$ cat src/logic/cbl_defines.vh
// constants for the configuration bitstream loader
// assumes inclusion by bare name from the design file
`ifndef CBL_DEFINES_VH
`define CBL_DEFINES_VH
`define CBL_MODE_MSER 3'h0
`define CBL_MODE_SPER 3'h3
`define CBL_MODE_MPUP 3'h4
`define CBL_MODE_MPDN 3'h6
`define CBL_MODE_SSER 3'h7
`define CBL_ADDR_UP_START 22'h000000
`define CBL_ADDR_DN_START 22'h03FFFF
`define CBL_ADDR_LO_BITS 18
`define CBL_CLK_SLOW_DIV 8'h1F
`define CBL_CLK_FAST_DIV 8'h03
`define CBL_SPER_FIRST 4'h2
`define CBL_BYTE_BITS 4'h8
`define CBL_BIT_LAST 3'h7
`endif

$ cat src/logic/cbl_loader.v
// configuration bitstream loader: serial, parallel and peripheral modes
// assumes mode pins, data, init and external clock are asynchronous pins;
// the frame logic deciding which bits overflow sits outside and drives
// forward_en; options learned from the bitstream arrive as level inputs
// Notes on behaviour
// - slave serial: host drives clock, device samples serial input at rise.
// - slave serial: forwarded bits change on falling edge, half period later.
// - mode 111 selects slave serial, the default with pins left open.
// - master serial: device drives clock, samples boot prom bit next rise.
// - master serial: forwarded bits delayed one and a half periods.
// - fast load option raises own clock rate eightfold.
// - low while loading stays high after configuration ends.
// - mode 000 selects master serial with device generated clock.
// - master parallel: capture byte just before address steps.
// - byte sent lsb first, bit zero out 1.5 periods after capture.
// - mode 100: address starts at zero, counts up.
// - mode 110: address starts at 3FFFF, counts down.
// - upper address lines undriven until bitstream asks for 22 lines.
// - low voltage variant always drives all 22 lines.
// - first byte loaded and clock starts when first read strobe ends.
// - peripheral: first byte on second rise after init, then every eighth.
// - accepting edge drives ready-busy high for one period.
// - ready-busy undriven before init goes high.
// - mode 011 selects synchronous peripheral mode.
// - peripheral: shifting starts half period after parallel load.
`timescale 1ns/1ns
`include "cbl_defines.vh"
module cbl_loader
#(
	parameter LOW_VOLT = 1'b0
)
(
	input wire ref_clk,
	input wire arst_n,
	input wire mode_sel_2,
	input wire mode_sel_1,
	input wire mode_sel_0,
	input wire init_pin,
	input wire config_done,
	input wire forward_en,
	input wire accelerated_load_clock,
	input wire address_width_option,
	input wire config_clock_in,
	output reg config_clock_out,
	output reg config_clock_oe,
	input wire serial_in,
	input wire [7:0] par_data,
	output reg serial_out,
	output reg [17:0] lower_address,
	output reg [3:0] upper_address_lines,
	output reg upper_address_oe,
	output reg address_oe,
	output reg read_strobe_n,
	output reg ready_busy,
	output reg ready_busy_oe,
	output reg low_while_loading,
	output reg bit_valid,
	output reg bit_data
);
// ----------------------------------------------------------------
// reset and input synchronisers
// ----------------------------------------------------------------
reg [1:0] rst_sync_q;
wire rst_n = rst_sync_q[1];
always @(posedge ref_clk or negedge arst_n)
begin
	if (!arst_n)
		rst_sync_q <= 2'h0;
	else
		rst_sync_q <= {rst_sync_q[0], 1'b1};
end

reg [13:0] meta_q;
reg [13:0] sync_q;
always @(posedge ref_clk or negedge rst_n)
begin
	if (!rst_n)
	begin
		meta_q <= 14'h0000;
		sync_q <= 14'h0000;
	end
	else
	begin
		meta_q <= {par_data, serial_in, config_clock_in, init_pin,
			mode_sel_2, mode_sel_1, mode_sel_0};
		sync_q <= meta_q;
	end
end
wire [2:0] mode_pins = sync_q[2:0];
wire init_s = sync_q[3];
wire xclk_s = sync_q[4];
wire din_s = sync_q[5];
wire [7:0] pdata_s = sync_q[13:6];

// ----------------------------------------------------------------
// mode latch
// ----------------------------------------------------------------
localparam ST_IDLE = 2'h0;
localparam ST_LOAD = 2'h1;
localparam ST_END = 2'h2;
reg [1:0] state_q;
reg [2:0] mode_q;

function is_master;
	input [2:0] m;
	begin
		is_master = (m == `CBL_MODE_MSER) || (m == `CBL_MODE_MPUP) ||
			(m == `CBL_MODE_MPDN);
	end
endfunction
function is_par_master;
	input [2:0] m;
	begin
		is_par_master = (m == `CBL_MODE_MPUP) || (m == `CBL_MODE_MPDN);
	end
endfunction

always @(posedge ref_clk or negedge rst_n)
begin
	if (!rst_n)
	begin
		state_q <= ST_IDLE;
		mode_q <= `CBL_MODE_SSER;
	end
	else
	begin
		case (state_q)
			ST_IDLE:
				if (init_s)
				begin
					mode_q <= mode_pins;
					state_q <= ST_LOAD;
				end
			ST_LOAD:
				if (config_done)
					state_q <= ST_END;
			default:
				state_q <= ST_END;
		endcase
	end
end
wire loading = (state_q == ST_LOAD);
wire master = loading && is_master(mode_q);
wire par_master = loading && is_par_master(mode_q);

// ----------------------------------------------------------------
// own clock generator and edge detection
// ----------------------------------------------------------------
reg [7:0] div_q;
reg xclk_prev_q;
reg started_q;
wire [7:0] div_top = accelerated_load_clock ? `CBL_CLK_FAST_DIV :
	`CBL_CLK_SLOW_DIV;
wire own_tick = master && (div_q >= div_top);
always @(posedge ref_clk or negedge rst_n)
begin
	if (!rst_n)
	begin
		div_q <= 8'h00;
		config_clock_out <= 1'b1;
		config_clock_oe <= 1'b0;
		xclk_prev_q <= 1'b0;
	end
	else
	begin
		xclk_prev_q <= xclk_s;
		config_clock_oe <= master;
		if (own_tick)
			div_q <= 8'h00;
		else if (master)
			div_q <= div_q + 8'h01;
		// clock held until first strobe ends
		if (own_tick && (started_q || !par_master))
			config_clock_out <= ~config_clock_out;
		else if (!master)
			config_clock_out <= 1'b1;
	end
end
wire own_rise = own_tick && !config_clock_out && (started_q || !par_master);
wire own_fall = own_tick && config_clock_out;
wire ext_rise = xclk_s && !xclk_prev_q;
wire ext_fall = !xclk_s && xclk_prev_q;
wire rise = loading && (is_master(mode_q) ? own_rise : ext_rise);
wire fall = loading && (is_master(mode_q) ? own_fall : ext_fall);

// ----------------------------------------------------------------
// data path: serial sample, byte capture, shifter
// ----------------------------------------------------------------
reg [7:0] shift_q;
reg [2:0] bit_cnt_q;
reg [3:0] edge_cnt_q;
reg pend_q;
reg pipe_q;
reg have_q;
wire serial_mode = (mode_q == `CBL_MODE_SSER) ||
	(mode_q == `CBL_MODE_MSER);
wire sper = loading && (mode_q == `CBL_MODE_SPER);
wire sper_take = sper && rise && (edge_cnt_q == `CBL_SPER_FIRST - 4'h1);
wire par_take = par_master && rise && (bit_cnt_q == `CBL_BIT_LAST);
wire first_strobe_end = par_master && !started_q && own_tick &&
	!read_strobe_n;
always @(posedge ref_clk or negedge rst_n)
begin
	if (!rst_n)
	begin
		shift_q <= 8'h00;
		bit_cnt_q <= 3'h0;
		edge_cnt_q <= 4'h0;
		started_q <= 1'b0;
		pend_q <= 1'b0;
		pipe_q <= 1'b0;
		have_q <= 1'b0;
		bit_valid <= 1'b0;
		bit_data <= 1'b0;
		serial_out <= 1'b1;
		read_strobe_n <= 1'b1;
	end
	else
	begin
		bit_valid <= 1'b0;
		if (!loading)
		begin
			started_q <= 1'b0;
			edge_cnt_q <= 4'h0;
			bit_cnt_q <= 3'h0;
			have_q <= 1'b0;
			read_strobe_n <= 1'b1;
		end
		if (par_master && !started_q && own_tick)
			read_strobe_n <= ~read_strobe_n;
		// first byte at end of first strobe
		if (first_strobe_end)
		begin
			started_q <= 1'b1;
			shift_q <= pdata_s;
			bit_cnt_q <= 3'h0;
			have_q <= 1'b1;
		end
		else if (rise && serial_mode)
		begin
			pend_q <= din_s;
			bit_valid <= 1'b1;
			bit_data <= din_s;
			have_q <= 1'b1;
		end
		else if (par_take || sper_take)
		begin
			shift_q <= pdata_s;
			bit_cnt_q <= 3'h0;
			have_q <= 1'b1;
			// eight more rises to the next byte
			edge_cnt_q <= `CBL_SPER_FIRST - `CBL_BYTE_BITS;
		end
		else if (rise && have_q && !serial_mode)
		begin
			shift_q <= {1'b0, shift_q[7:1]};
			bit_cnt_q <= bit_cnt_q + 3'h1;
		end
		if (sper && rise && !sper_take)
			edge_cnt_q <= edge_cnt_q + 4'h1;
		if (fall && have_q)
		begin
			bit_valid <= !serial_mode;
			bit_data <= shift_q[0];
			pipe_q <= serial_mode ? pend_q : shift_q[0];
			if (forward_en)
			begin
				if (mode_q == `CBL_MODE_SSER)
					serial_out <= pend_q;
				else if (mode_q == `CBL_MODE_SPER)
					serial_out <= shift_q[0];
				else
					serial_out <= pipe_q;
			end
		end
	end
end

// ----------------------------------------------------------------
// byte memory address
// ----------------------------------------------------------------
reg [21:0] addr_q;
always @(posedge ref_clk or negedge rst_n)
begin
	if (!rst_n)
	begin
		addr_q <= `CBL_ADDR_UP_START;
		lower_address <= 18'h00000;
		upper_address_lines <= 4'h0;
		upper_address_oe <= 1'b0;
		address_oe <= 1'b0;
	end
	else
	begin
		if (state_q == ST_IDLE)
			addr_q <= (mode_pins == `CBL_MODE_MPDN) ?
				`CBL_ADDR_DN_START : `CBL_ADDR_UP_START;
		else if ((par_take || first_strobe_end) &&
			(mode_q == `CBL_MODE_MPDN))
			addr_q <= addr_q - 22'h000001;
		else if (par_take || first_strobe_end)
			addr_q <= addr_q + 22'h000001;
		lower_address <= addr_q[`CBL_ADDR_LO_BITS-1:0];
		upper_address_lines <= addr_q[21:`CBL_ADDR_LO_BITS];
		address_oe <= par_master;
		upper_address_oe <= par_master &&
			(LOW_VOLT || address_width_option);
	end
end

// ----------------------------------------------------------------
// handshake and status pins
// ----------------------------------------------------------------
always @(posedge ref_clk or negedge rst_n)
begin
	if (!rst_n)
	begin
		ready_busy <= 1'b1;
		ready_busy_oe <= 1'b0;
		low_while_loading <= 1'b1;
	end
	else
	begin
		ready_busy_oe <= sper;
		if (sper_take)
			ready_busy <= 1'b1;
		else if (sper && rise)
			ready_busy <= 1'b0;
		else if (!sper)
			ready_busy <= 1'b1;
		low_while_loading <= !loading;
	end
end
endmodule // cbl_loader

$ cat config.mk
export PLATFORM = sky130hd
export DESIGN_NAME = cbl_loader
export DESIGN_NICKNAME = d
export VERILOG_FILES = /design/src/logic/cbl_loader.v
export VERILOG_INCLUDE_DIRS = /design/src /design/src/logic
export SDC_FILE = /design/constraint.sdc
export NUM_CORES = 1
export LEC_CHECK = 0
export BUFFER_PORTS_ARGS = -buffer_cell sky130_fd_sc_hd__buf_2
export CAP_MARGIN = 25
export CORE_ASPECT_RATIO = 1.25
export CORE_MARGIN = 2
export CORE_UTILIZATION = 59
export DETAILED_ROUTE_END_ITERATION = 8
export GPL_TIMING_DRIVEN = 0
export HOLD_SLACK_MARGIN = 0.06
export MAX_ROUTING_LAYER = met4
export PLACE_DENSITY = 0.8
export SYNTH_ARGS = -nofsm -noshare
export SYNTH_HDL_FRONTEND = slang
export SYNTH_SLANG_ARGS = --single-unit
$ cat constraint.sdc
create_clock -name ref_clk -period 3.8 [get_ports ref_clk]
set_input_delay 0.19 -clock ref_clk [delete_from_list [all_inputs] [get_ports ref_clk]]
set_output_delay 0.19 -clock ref_clk [all_outputs]
set_load 0.005 [all_outputs]
Word-level counts from Yosys, hierarchy flattened
Index checks and enable logic that the tools add are counted.
W data, S select, Z words.
{ "classes": {"addsub": 5, "n_lt_le_gt_ge": 1, "n_eq_ne": 17, "mux": 47, "bitwise_logic": 3, "reduce_logical": 54} }
{ "op_table": {"columns": ["op", "n"], "rows": [
  ["$mux W22", 3],
  ["$mux W8", 6],
  ["$logic_and A1 B1 Y1", 26],
  ["$mux W1", 23],
  ["$add A22 B1 Y22 const B", 1],
  ["$sub A22 B1 Y22 const B", 1],
  ["$mux W4", 5],
  ["$mux W18", 1],
  ["$eq A3 B3 Y1 const B", 5],
  ["$mux W3", 5],
  ["$reduce_and A2 Y1", 6],
  ["$logic_not A1 Y1", 9],
  ["$add A8 B1 Y8 const B", 1],
  ["$ge A8 B5 Y1", 1],
  ["$ne A2 B1 Y1 const B", 4],
  ["$logic_or A1 B1 Y1", 7],
  ["$ne A2 B2 Y1 const B", 3],
  ["$reduce_bool A3 Y1", 2],
  ["$mux W5", 1],
  ["$add A4 B1 Y4 const B", 1],
  ["$eq A4 B1 Y1 const B", 1],
  ["$mux W2", 2],
  ["$ne A4 B1 Y1 const B", 1],
  ["$pmux W2 S2", 1],
  ["other kinds (8)", 11]
]} }
{ "totals": {"register_bits": 118, "in_bits": 20, "output_inout_bits": 33, "elab_cells": 155} }

Depth between registers and ports, before layout
Gate-level depths: netlist (run 1).
{ "depth": {"ltp_word": 16, "depth_mapped": 18, "ltp_nobuf": 16} }

Least setup slack after synthesis (run 1)
No wires, ideal clock.
{ "synth_path": {"path_kind": "flip-flop to flip-flop", "start": "reg div_q[2]", "end": "reg addr_q[18]", "setup_time_ns": 0.095, "arrival_ns": 4.428, "required_ns": 3.705, "slack_ns": -0.724, "path_stages_with_launch": 19, "n_path_buf": 2, "period_less_slack_ns": 4.524, "path_cell_list": "dfrtp_1 > ha_1 > a21o_1 > a21oi_1 > o21ai_1 > buf_2 > nand3_4 > o22a_1 > buf_2 > nor2_1 > ha_1 > a21o_1 > a21oi_1 > o21ai_0 > a211oi_2 > o21ai_1 > o21a_1 > o21a_1 > o31ai_1"} }
{ "synth_via": {"elab_chain_len": 12, "word_cells_on_any_way": 15, "classes_between": "order compare: 1; mux: 3; reduce/logical: 11"} }
{ "synth_rtl": {"columns": ["element", "line_no", "source"], "rows": [
  ["from (decl)", "cbl_loader.v:149", "reg [7:0] div_q;"],
  ["from (signal assigned)", "cbl_loader.v:171", "div_q <= div_q + 8'h01;"],
  ["$ge A8 B5 Y1 (*)", "cbl_loader.v:154", "wire own_tick = master && (div_q >= div_top);"],
  ["$logic_and A1 B1 Y1 (*)", "cbl_loader.v:154", null],
  ["$logic_and A1 B1 Y1 (2 in a row)", "cbl_loader.v:179", "wire own_rise = own_tick && !config_clock_out && (started_q || !par_master);"],
  ["$mux W1", "cbl_loader.v:183", "wire rise = loading && (is_master(mode_q) ? own_rise : ext_rise);"],
  ["$logic_and A1 B1 Y1", "cbl_loader.v:183", null],
  ["$logic_and A1 B1 Y1 (2 in a row)", "cbl_loader.v:199", "wire par_take = par_master && rise && (bit_cnt_q == `CBL_BIT_LAST);"],
  ["$logic_or A1 B1 Y1 (*)", "cbl_loader.v:298, cbl_loader.v:301", null],
  ["$logic_and A1 B1 Y1", "cbl_loader.v:298", "else if ((par_take || first_strobe_end) &&"],
  ["$mux W22", "cbl_loader.v:298", null],
  ["$mux W22", "cbl_loader.v:295", "if (state_q == ST_IDLE)"],
  ["to (signal assigned)", "cbl_loader.v:296", "addr_q <= (mode_pins == `CBL_MODE_MPDN) ?"],
  ["to (signal assigned)", "cbl_loader.v:300", "addr_q <= addr_q - 22'h000001;"],
  ["to (signal assigned)", "cbl_loader.v:302", "addr_q <= addr_q + 22'h000001;"],
  ["to (decl)", "cbl_loader.v:282", "reg [21:0] addr_q;"]
]} }
Every way passes the cells marked *; elsewhere a longest branch is shown, timed or not.
A chain may end at the register's enable or synchronous reset.

Worst setup path in the final report (run 1)
{ "layout_path": {"start": "reg mode_q[1]", "end": "reg addr_q[13]"} }
{ "layout_via": {"elab_chain_len": 15, "word_cells_on_any_way": 25, "classes_between": "eq/ne: 2; mux: 3; reduce/logical: 20"} }
{ "layout_rtl": {"columns": ["element", "line_no", "source"], "rows": [
  ["from (decl)", "cbl_loader.v:102", "reg [2:0] mode_q;"],
  ["from (signal assigned)", "cbl_loader.v:123", "mode_q <= `CBL_MODE_SSER;"],
  ["from (signal assigned)", "cbl_loader.v:131", "mode_q <= mode_pins;"],
  ["$eq A3 B3 Y1 (no line) or $logic_not A3 Y1 (tied branches)", null, null],
  ["$logic_or A1 B1 Y1 (2 in a row)", "cbl_loader.v:107", "is_master = (m == `CBL_MODE_MSER) || (m == `CBL_MODE_MPUP) ||"],
  ["$logic_and A1 B1 Y1", "cbl_loader.v:143", "wire master = loading && is_master(mode_q);"],
  ["$logic_and A1 B1 Y1", "cbl_loader.v:154", null],
  ["$logic_and A1 B1 Y1 (2 in a row)", "cbl_loader.v:179", null],
  ["$mux W1", "cbl_loader.v:183", null],
  ["$logic_and A1 B1 Y1", "cbl_loader.v:183", null],
  ["$logic_and A1 B1 Y1 (2 in a row)", "cbl_loader.v:199", null],
  ["$logic_or A1 B1 Y1", "cbl_loader.v:298, cbl_loader.v:301", null],
  ["$logic_and A1 B1 Y1", "cbl_loader.v:298", null],
  ["$mux W22", "cbl_loader.v:298", null],
  ["$mux W22", "cbl_loader.v:295", null]
]} }
Several ways; a longest one is shown, not always the timed one.

==> reports/metrics.cfg, run 1 <==
[die]
start_util = 0.610
rows = 38
dieWidth_um = 89.1
design.die.area_um2 = 9830
fp.dieH_um = 110
core_um2 = 8750
io_pins = 53

[sta]
worst_pin_slew_ns = 0.679
slew_headroom = 0.547
drv_slew = 0
rsz0062_at_grt = yes
finalHoldViolCount = 0
finalSetupViolations = 8
max_freq_mhz = 250
finalCritPeriodShare = 1.05
finClkSkew_ns = 0.00945
setup_slack_ns = -0.208
fin_crit_ns = 4.01

[final_layout]
final_nets = 656
layout_common_cells = 109 x dfrtp_1, 57 x buf_2, 52 x nand2_1
drive_above_1_share = 0.347
diodes = 0
final_common_cell = dfrtp_1
syn_to_final_growth_pct = 36.9
stdcell_area_um2 = 7310

[logic_synthesis]
syn_area_per_cell_um2 = 11.1
netlist_instances = 479
synth_simple_gate_area_frac = 0.137
synth_compound_area_frac = 0.149
synth_fa_ha_area_frac = 0.0694
ys_seq_area_frac = 0.555
synthesis.area_um2 = 5340
async_reset_ff_frac = 1.00
synth_xor_area_frac = 0.0295
synth_seq_cells = 118
synth-edff-count = 0
synthMuxAreaShare = 0.0356
synth_warnings = 0
synth_cell_types = 61
yosys.area.top_type = dfrtp_1
synth_top_area_share = 0.516
syn_nets = 528
synthTopCellsByArea = dfrtp_1 52%, ha_1 6.6%, dfstp_2 3.9%
synth_top_family_by_area = compound AO/OA/AOI/OAI gates
synthFlopType = dfrtp_1

[routing]
firstDrtPassIters = 5
route.met3.wl_um = 685
drc = 0
ant_nets = 0
wl_met1_um = 5350
dr_total_vias = 4337
post_drt_wl_per_cell_um = 18.6
top_layer = met4
wl_um = 13800
viasPerCell = 5.86
drt_iter0_markers = 348
wl_met2_um = 7360

[grt]
grt_max_degree = 68
grt_pass1_vias = 4325
antenna_found_initial = 0
grt_usage = 0.283
overflow = 0
grt_pass1_wl_um = 20300

[worst_setup_path]
crit_start = mode_q[1]
reg2regPathDepth = 17
path_max_fanout = 6
critPathCaptureType = flip-flop
worstPathArrival_ns = 4.47
worst-setup-path-type = reg -> reg
cp-start-kind = flip-flop
critPathRequiredTime_ns = 4.27
r2r_slack_ns = -0.21
worstReg2RegStart = mode_q[1]
rr_endpoint = addr_q[13]

[clock_network]
cts_sinks = 118
cts-buffers-inserted = 17
cts_tree = done
cts-htree-levels = 4
ctsLongestPathBuffers = 2
insertion_delay_ns = 0.53
cts_root_buf = clkbuf_8
path_clk_slew_ns = 0.06

[pwr]
clockPowerShare = 0.371
p_sw_w = 0.00144
max-vdd-ir-drop_uv = 449
pwr-share-comb = 0.271
p_leak_nw = 3.38
internal_power_w = 0.00324
total_power_w = 0.00468
netSwitchingFraction = 0.308
power_per_cell_area_nw_per_um2 = 640
p_seq_frac = 0.358

[run]
max_cap_violations = 0

[placed_design]
dpl_cell_area_um2 = 5860
hpwl_um = 7230
gp_congestion = 0.877
io_buffer_count = 52

[worst_hold_path]
hp-start = mode_sel_2
min_path_type = in -> reg
holdPathStages = 2
hold_path_end = meta_q[2]

[outcome]
status = finished with violations
violations = negative setup slack

synth_stat cells (6+ instances only):
cell type and n:
mux2i_1 13, dfstp_2 8, ha_1 28, and3_1 6, buf_2 7, a21oi_1 23, nand3_1 17, nor2_1 41
a21oi_2 11, o21ai_0 33, xor2_1 6, a21o_1 11, nand2_1 52, dfrtp_1 110, o211ai_1 6, a31oi_1 6
inv_1 8, xnor2_1 12
worst max-delay path by stage:
stage                       to  depth (start not counted)  slack (ns)
CTS                 addr_q[18]                         20       -0.02
finish              addr_q[13]                         17       -0.21
global placement    sync_q[11]                          0       -0.80
floorplan           addr_q[18]                         17       -0.08
detailed placement  addr_q[18]                         17       -0.77
global route        addr_q[13]                         20       -0.35
stage by stage:
step	utilization	instances	worst slack [ns]	setup TNS [ns]	hold slack (ns)
after floorplan	-	479	-0.0808	-0.156	-0.106
after global placement	0.667	651	-0.803	-91.64	-0.0249
after detailed placement	0.670	652	-0.768	-6.91	-0.0223
after CTS	0.799	721	-0.0249	-0.0622	0.279
after global routing	0.836	740	-0.351	-1.95	0.294
final	0.836	740	-0.208	-0.714	0.295
cell families (layout without fill, tap and decap cells):
kind of cell | after synthesis | count (layout)
AO/OA/AOI/OAI | 120 | 120
XOR/XNOR | 18 | 18
multiplexers | 18 | 18
other | 1 | 1
buffers and inverters | 23 | 163
AND/OR/NAND/NOR | 152 | 153
flip-flops | 118 | 118
adder cells (fa/ha/maj) | 29 | 29
routing by layer:
layer  vias up  track usage
met2       184        0.480
li1       1950            -
met5         -            -
met3        45       0.0797
met4         0        0.111
met1      2158        0.315
state kept, by name (all words and copies together) (netlist names), 2 cells and up:
signal and count:
state_q 2, meta_q 14, sync_q 14, div_q 8
shift_q 8, mode_q 3, rst_sync_q 2, edge_cnt_q 4
addr_q 22, upper_address_lines 4, lower_address 18, bit_cnt_q 3
power by group through the flow:
stage	clock [W]	combinational (W)	sequential, W
floorplan	0	0.000625	0.00166
detailed placement	0	0.000877	0.00168
global placement	0	0.000825	0.00168
CTS	0.00175	0.00100	0.00166
finish	0.00174	0.00127	0.00168
global route	0.00180	0.00135	0.00170
area by class of cell:
class	count	area [µm²]
Tap cell	120	150
Clock inverter	15	226
Clock buffer	17	414
Sequential cell	118	2970
Fill cell	468	1440
Inverter	11	48.8
Multi-Input combinational cell	339	2630
Buffer	12	88.8
Timing Repair Buffer	108	790
critical path: stages (launching register included):
cell	delay, ns
dfstp_2	0.57
a21o_1	0.25
nor4b_2	0.45
a21oi_4	0.05
o22a_1	0.21
buf_6	0.14
nor2_4	0.14
buf_12	0.16
ha_4	0.22
o211ai_1	0.29
o211ai_1	0.22
buf_4	0.21
a31oi_2	0.30
o21bai_1	0.13
a21oi_1	0.19
xnor2_1	0.15
nand2_1	0.10
a21oi_2	0.15
repair_timing:
action                     CTS  global route
hold buffers                19             0
setup buffers               18            19
gates cloned                 1             0
pin swaps                   20            30
hold endpoints to repair    20             0
setup endpoints to repair   16            14
resized for setup           26            32
Power figures use the tool's default switching activity.
==> run 2, diff against run 1 <==
Settings changed: ABC_AREA from default to 1, PLACE_DENSITY 0.8 to 0.79.
==> reports/metrics.cfg, run 2 <==
[outcome]
status = complete, no violations  ; was finished with violations

[logic_synthesis]
synthesis.area_um2 = 5590  ; was 5340 µm²
syn_area_per_cell_um2 = 9.24  ; was 11.1 µm²
yosys.area.top_type = dfrtp_1  ; unchanged
synthTopCellsByArea = dfrtp_1 49%, nand2_1 7.2%, ha_1 6.3%  ; was dfrtp_1 52%, ha_1 6.6%, dfstp_2 3.9%
synth_most_common_cell = dfrtp_1  ; unchanged
syn_nets = 654  ; was 528
ys_seq_area_frac = 0.530  ; was 0.555
synth_warnings = 0  ; unchanged
synthFlopType = dfrtp_1  ; unchanged
synth_cell_types = 46  ; was 61
async_reset_ff_frac = 1.00  ; unchanged
synth_seq_cells = 118  ; unchanged
netlist_instances = 605  ; was 479
synth_top_area_share = 0.492  ; was 0.516
synth-edff-count = 0  ; unchanged
ys_top_cells_by_count = 110 x dfrtp_1, 108 x nand2_1, 68 x inv_1, 56 x nor2_1, 49 x nand3_1  ; was 110 x dfrtp_1, 52 x nand2_1, 41 x nor2_1, 33 x o21ai_0, 28 x ha_1

[final_layout]
final_common_cell = dfrtp_1  ; unchanged
layout_common_cells = 109 x dfrtp_1, 103 x nand2_1, 67 x inv_1  ; was 109 x dfrtp_1, 57 x buf_2, 52 x nand2_1
largest_registers = addr_q (22), lower_address (18)  ; unchanged
post-route-util = 0.759  ; was 0.836
diodes = 0  ; unchanged
syn_to_final_growth_pct = 24.5  ; was 36.9%
stdcell_area_um2 = 6960  ; was 7310 µm²
drive_above_1_share = 0.217  ; was 0.347
largest_reg_flops = 22  ; unchanged
regMostFlops = addr_q  ; unchanged
final_nets = 746  ; was 656

[clock_network]
path_clk_slew_ns = 0.05  ; was 0.06 ns
cts_tree = done  ; unchanged
cts-buffers-inserted = 17  ; unchanged
ctsLongestPathBuffers = 2  ; unchanged
cts_sinks = 118  ; unchanged
cts_root_buf = clkbuf_16  ; was clkbuf_8
insertion_delay_ns = 0.42  ; was 0.53 ns
cts-htree-levels = 4  ; unchanged

[worst_setup_path]
path_max_fanout = 10  ; was 6
cp_slowest_cell = dfstp_2  ; unchanged
reg2regPathDepth = 19  ; was 17
cp-start-kind = flip-flop  ; unchanged
worstPathArrival_ns = 3.93  ; was 4.47 ns
worst-setup-path-type = reg -> reg  ; unchanged
r2r_slack_ns = 0.17  ; was -0.21 ns
critPathCaptureType = flip-flop  ; unchanged
crit_path_max_incr_delay_ns = 0.53  ; was 0.57 ns
critPathRequiredTime_ns = 4.10  ; was 4.27 ns
cp_cell_sequence = inv_1, o21ai_2, nor2_8, nand2_2, nor2_2, nand2_2, nand2_4, nand2_4, clkinvlp_4, buf_12, ha_1, a21oi_1, o21ai_0, a21oi_1, nand3_2, a21boi_1, nand3_1, nand3_1, nand2_1  ; was a21o_1, nor4b_2, a21oi_4, o22a_1, buf_6, nor2_4, buf_12, ha_4, o211ai_1, o211ai_1, buf_4, a31oi_2, o21bai_1, a21oi_1, xnor2_1, nand2_1, a21oi_2

[routing]
drt_iter0_markers = 260  ; was 348
viasPerCell = 5.43  ; was 5.86
wl_um = 12400  ; was 13,800 µm
route.met3.wl_um = 512  ; was 685 µm
top_layer = met4  ; unchanged
wl_met1_um = 4730  ; was 5350 µm
ant_nets = 0  ; unchanged
firstDrtPassIters = 7  ; was 5
post_drt_wl_per_cell_um = 14.9  ; was 18.6 µm
wl_met2_um = 6910  ; was 7360 µm
dr_total_vias = 4517  ; was 4,337
drc = 0  ; unchanged

[sta]
drv_slew = 0  ; unchanged
hold_slack_ns = 0.107  ; was 0.295 ns
slew_headroom = 0.537  ; was 0.547
finClkSkew_ns = 0.00612  ; was 0.00945 ns
max_freq_mhz = 275  ; was 250 MHz
rsz0062_at_grt = yes  ; unchanged
finalSetupViolations = 0  ; was 8
finalCritPeriodShare = 0.956  ; was 1.05
finalHoldViolCount = 0  ; unchanged
worst_pin_slew_ns = 0.694  ; was 0.679 ns
fin_crit_ns = 3.63  ; was 4.01 ns

[die]
core_um2 = 9170  ; was 8750 µm²
design.die.area_um2 = 10300  ; was 9830 µm²
rows = 39  ; was 38
start_util = 0.610  ; about the same
io_pins = 53  ; unchanged
dieWidth_um = 91.1  ; was 89.1 µm
fp.dieH_um = 113  ; was 110 µm

[grt]
grt_pass1_vias = 4582  ; was 4,325
overflow = 0  ; unchanged
antenna_found_initial = 0  ; unchanged
grt_pass1_wl_um = 21000  ; was 20,300 µm
grt_usage = 0.267  ; was 0.283
grt_max_degree = 64  ; was 68

[worst_hold_path]
min_path_type = in -> async  ; was in -> reg

[pwr]
netSwitchingFraction = 0.307  ; was 0.308
clockPowerShare = 0.385  ; was 0.371
p_seq_frac = 0.369  ; was 0.358
internal_power_w = 0.00311  ; was 0.00324 W
p_leak_nw = 3.51  ; was 3.38 nW
p_sw_w = 0.00138  ; was 0.00144 W
max-vdd-ir-drop_uv = 477  ; was 449 µV
pwr-share-comb = 0.246  ; was 0.271
power_per_cell_area_nw_per_um2 = 644  ; was 640 nW/µm²

[run]
max_cap_violations = 0  ; unchanged

[placed_design]
dpl_cell_area_um2 = 6040  ; was 5860 µm²
hpwl_um = 8250  ; was 7230 µm
gp_congestion = 0.942  ; was 0.877
io_buffer_count = 52  ; unchanged

run 2: cell count changes after synthesis, moves of 10 or more:
cell / previous run / this run
nand2_1: 52 / 108
xnor2_1: 12 / 2
nand3_1: 17 / 49
nor2_1: 41 / 56
o21ai_1: 3 / 14
a21oi_1: 23 / 41
inv_1: 8 / 68
mux2i_1: 13 / 0
run 2: final timing paths:
check / from / to
min: arst_n / rst_sync_q[1]
max reg2reg: mode_q[1] / addr_q[21]
max: mode_q[1] / addr_q[21]
min reg2reg: meta_q[6] / sync_q[6]
min in group ref_clk: forward_en / serial_out
max in group asynchronous: rst_sync_q[1] / serial_out
run 2: cell families (layout without fill, tap and decap cells):
group,count (synthesis),in the layout,synth area share
AOI/OAI and AO/OA,114,114,0.123
and+or+nand+nor,254,254,0.210
DFF,118,118,0.530
other,1,1,0.000670
xor gates and xnor gates,5,5,0.00783
buffers and inverters,84,188,0.0629
adders and majority gates,29,29,0.0662
run 2: layout make-up:
cell class                      count  area [µm²]
Buffer                              8        61.3
Clock buffer                       21         470
Clock inverter                     10         175
Fill cell                         648        2210
Inverter                           76         294
Multi-Input combinational cell    403        2350
Sequential cell                   118        2970
Tap cell                          123         154
Timing Repair Buffer               72         485
Timing Repair inverter              1        7.51
run 2: critical path: cells and delay by family (launching register included):
kind | cells | cell delay, ns
compound gates | 5 | 1.07
fa+ha+maj | 1 | 0.34
buf+inv | 3 | 0.49
flops | 1 | 0.53
simple gates | 10 | 1.09
run 2: power by group through the flow:
stage | Sequential (W) | Clock, W | Combinational [W]
2_1_floorplan | 0.00166 | 0 | 0.000729
3_3_place_gp | 0.00168 | 0 | 0.000968
3_5_place_dp | 0.00168 | 0 | 0.00101
4_1_cts | 0.00166 | 0.00175 | 0.00105
5_1_grt | 0.00169 | 0.00181 | 0.00125
6_report | 0.00165 | 0.00173 | 0.00110
run 2: repair_timing:
action | in CTS | in global routing
endpoints found under the hold margin | 19 | 0
resized for setup | 4 | 18
pin swaps | 0 | 2
setup endpoints to repair | 14 | 15
gates cloned | 1 | 0
hold buffers | 17 | 0
setup buffers | 1 | 1
run 2: metrics by stage:
stage | setup TNS (ns) | total power, W | cells | worst slack [ns]
2_1_floorplan | 0 | 0.00239 | 605 | 0.283
3_3_place_gp | -80.27 | 0.00265 | 780 | -0.739
3_5_place_dp | -2.63 | 0.00269 | 781 | -0.306
4_1_cts | 0 | 0.00445 | 831 | 0.00296
5_1_grt | -0.121 | 0.00474 | 832 | -0.0570
6_report | 0 | 0.00449 | 832 | 0.168
run 2: metal layers:
metal | vias up | GRT usage
met5 | - | -
met4 | 0 | 0.103
met3 | 26 | 0.0613
met2 | 118 | 0.486
met1 | 2185 | 0.279
li1 | 2188 | -
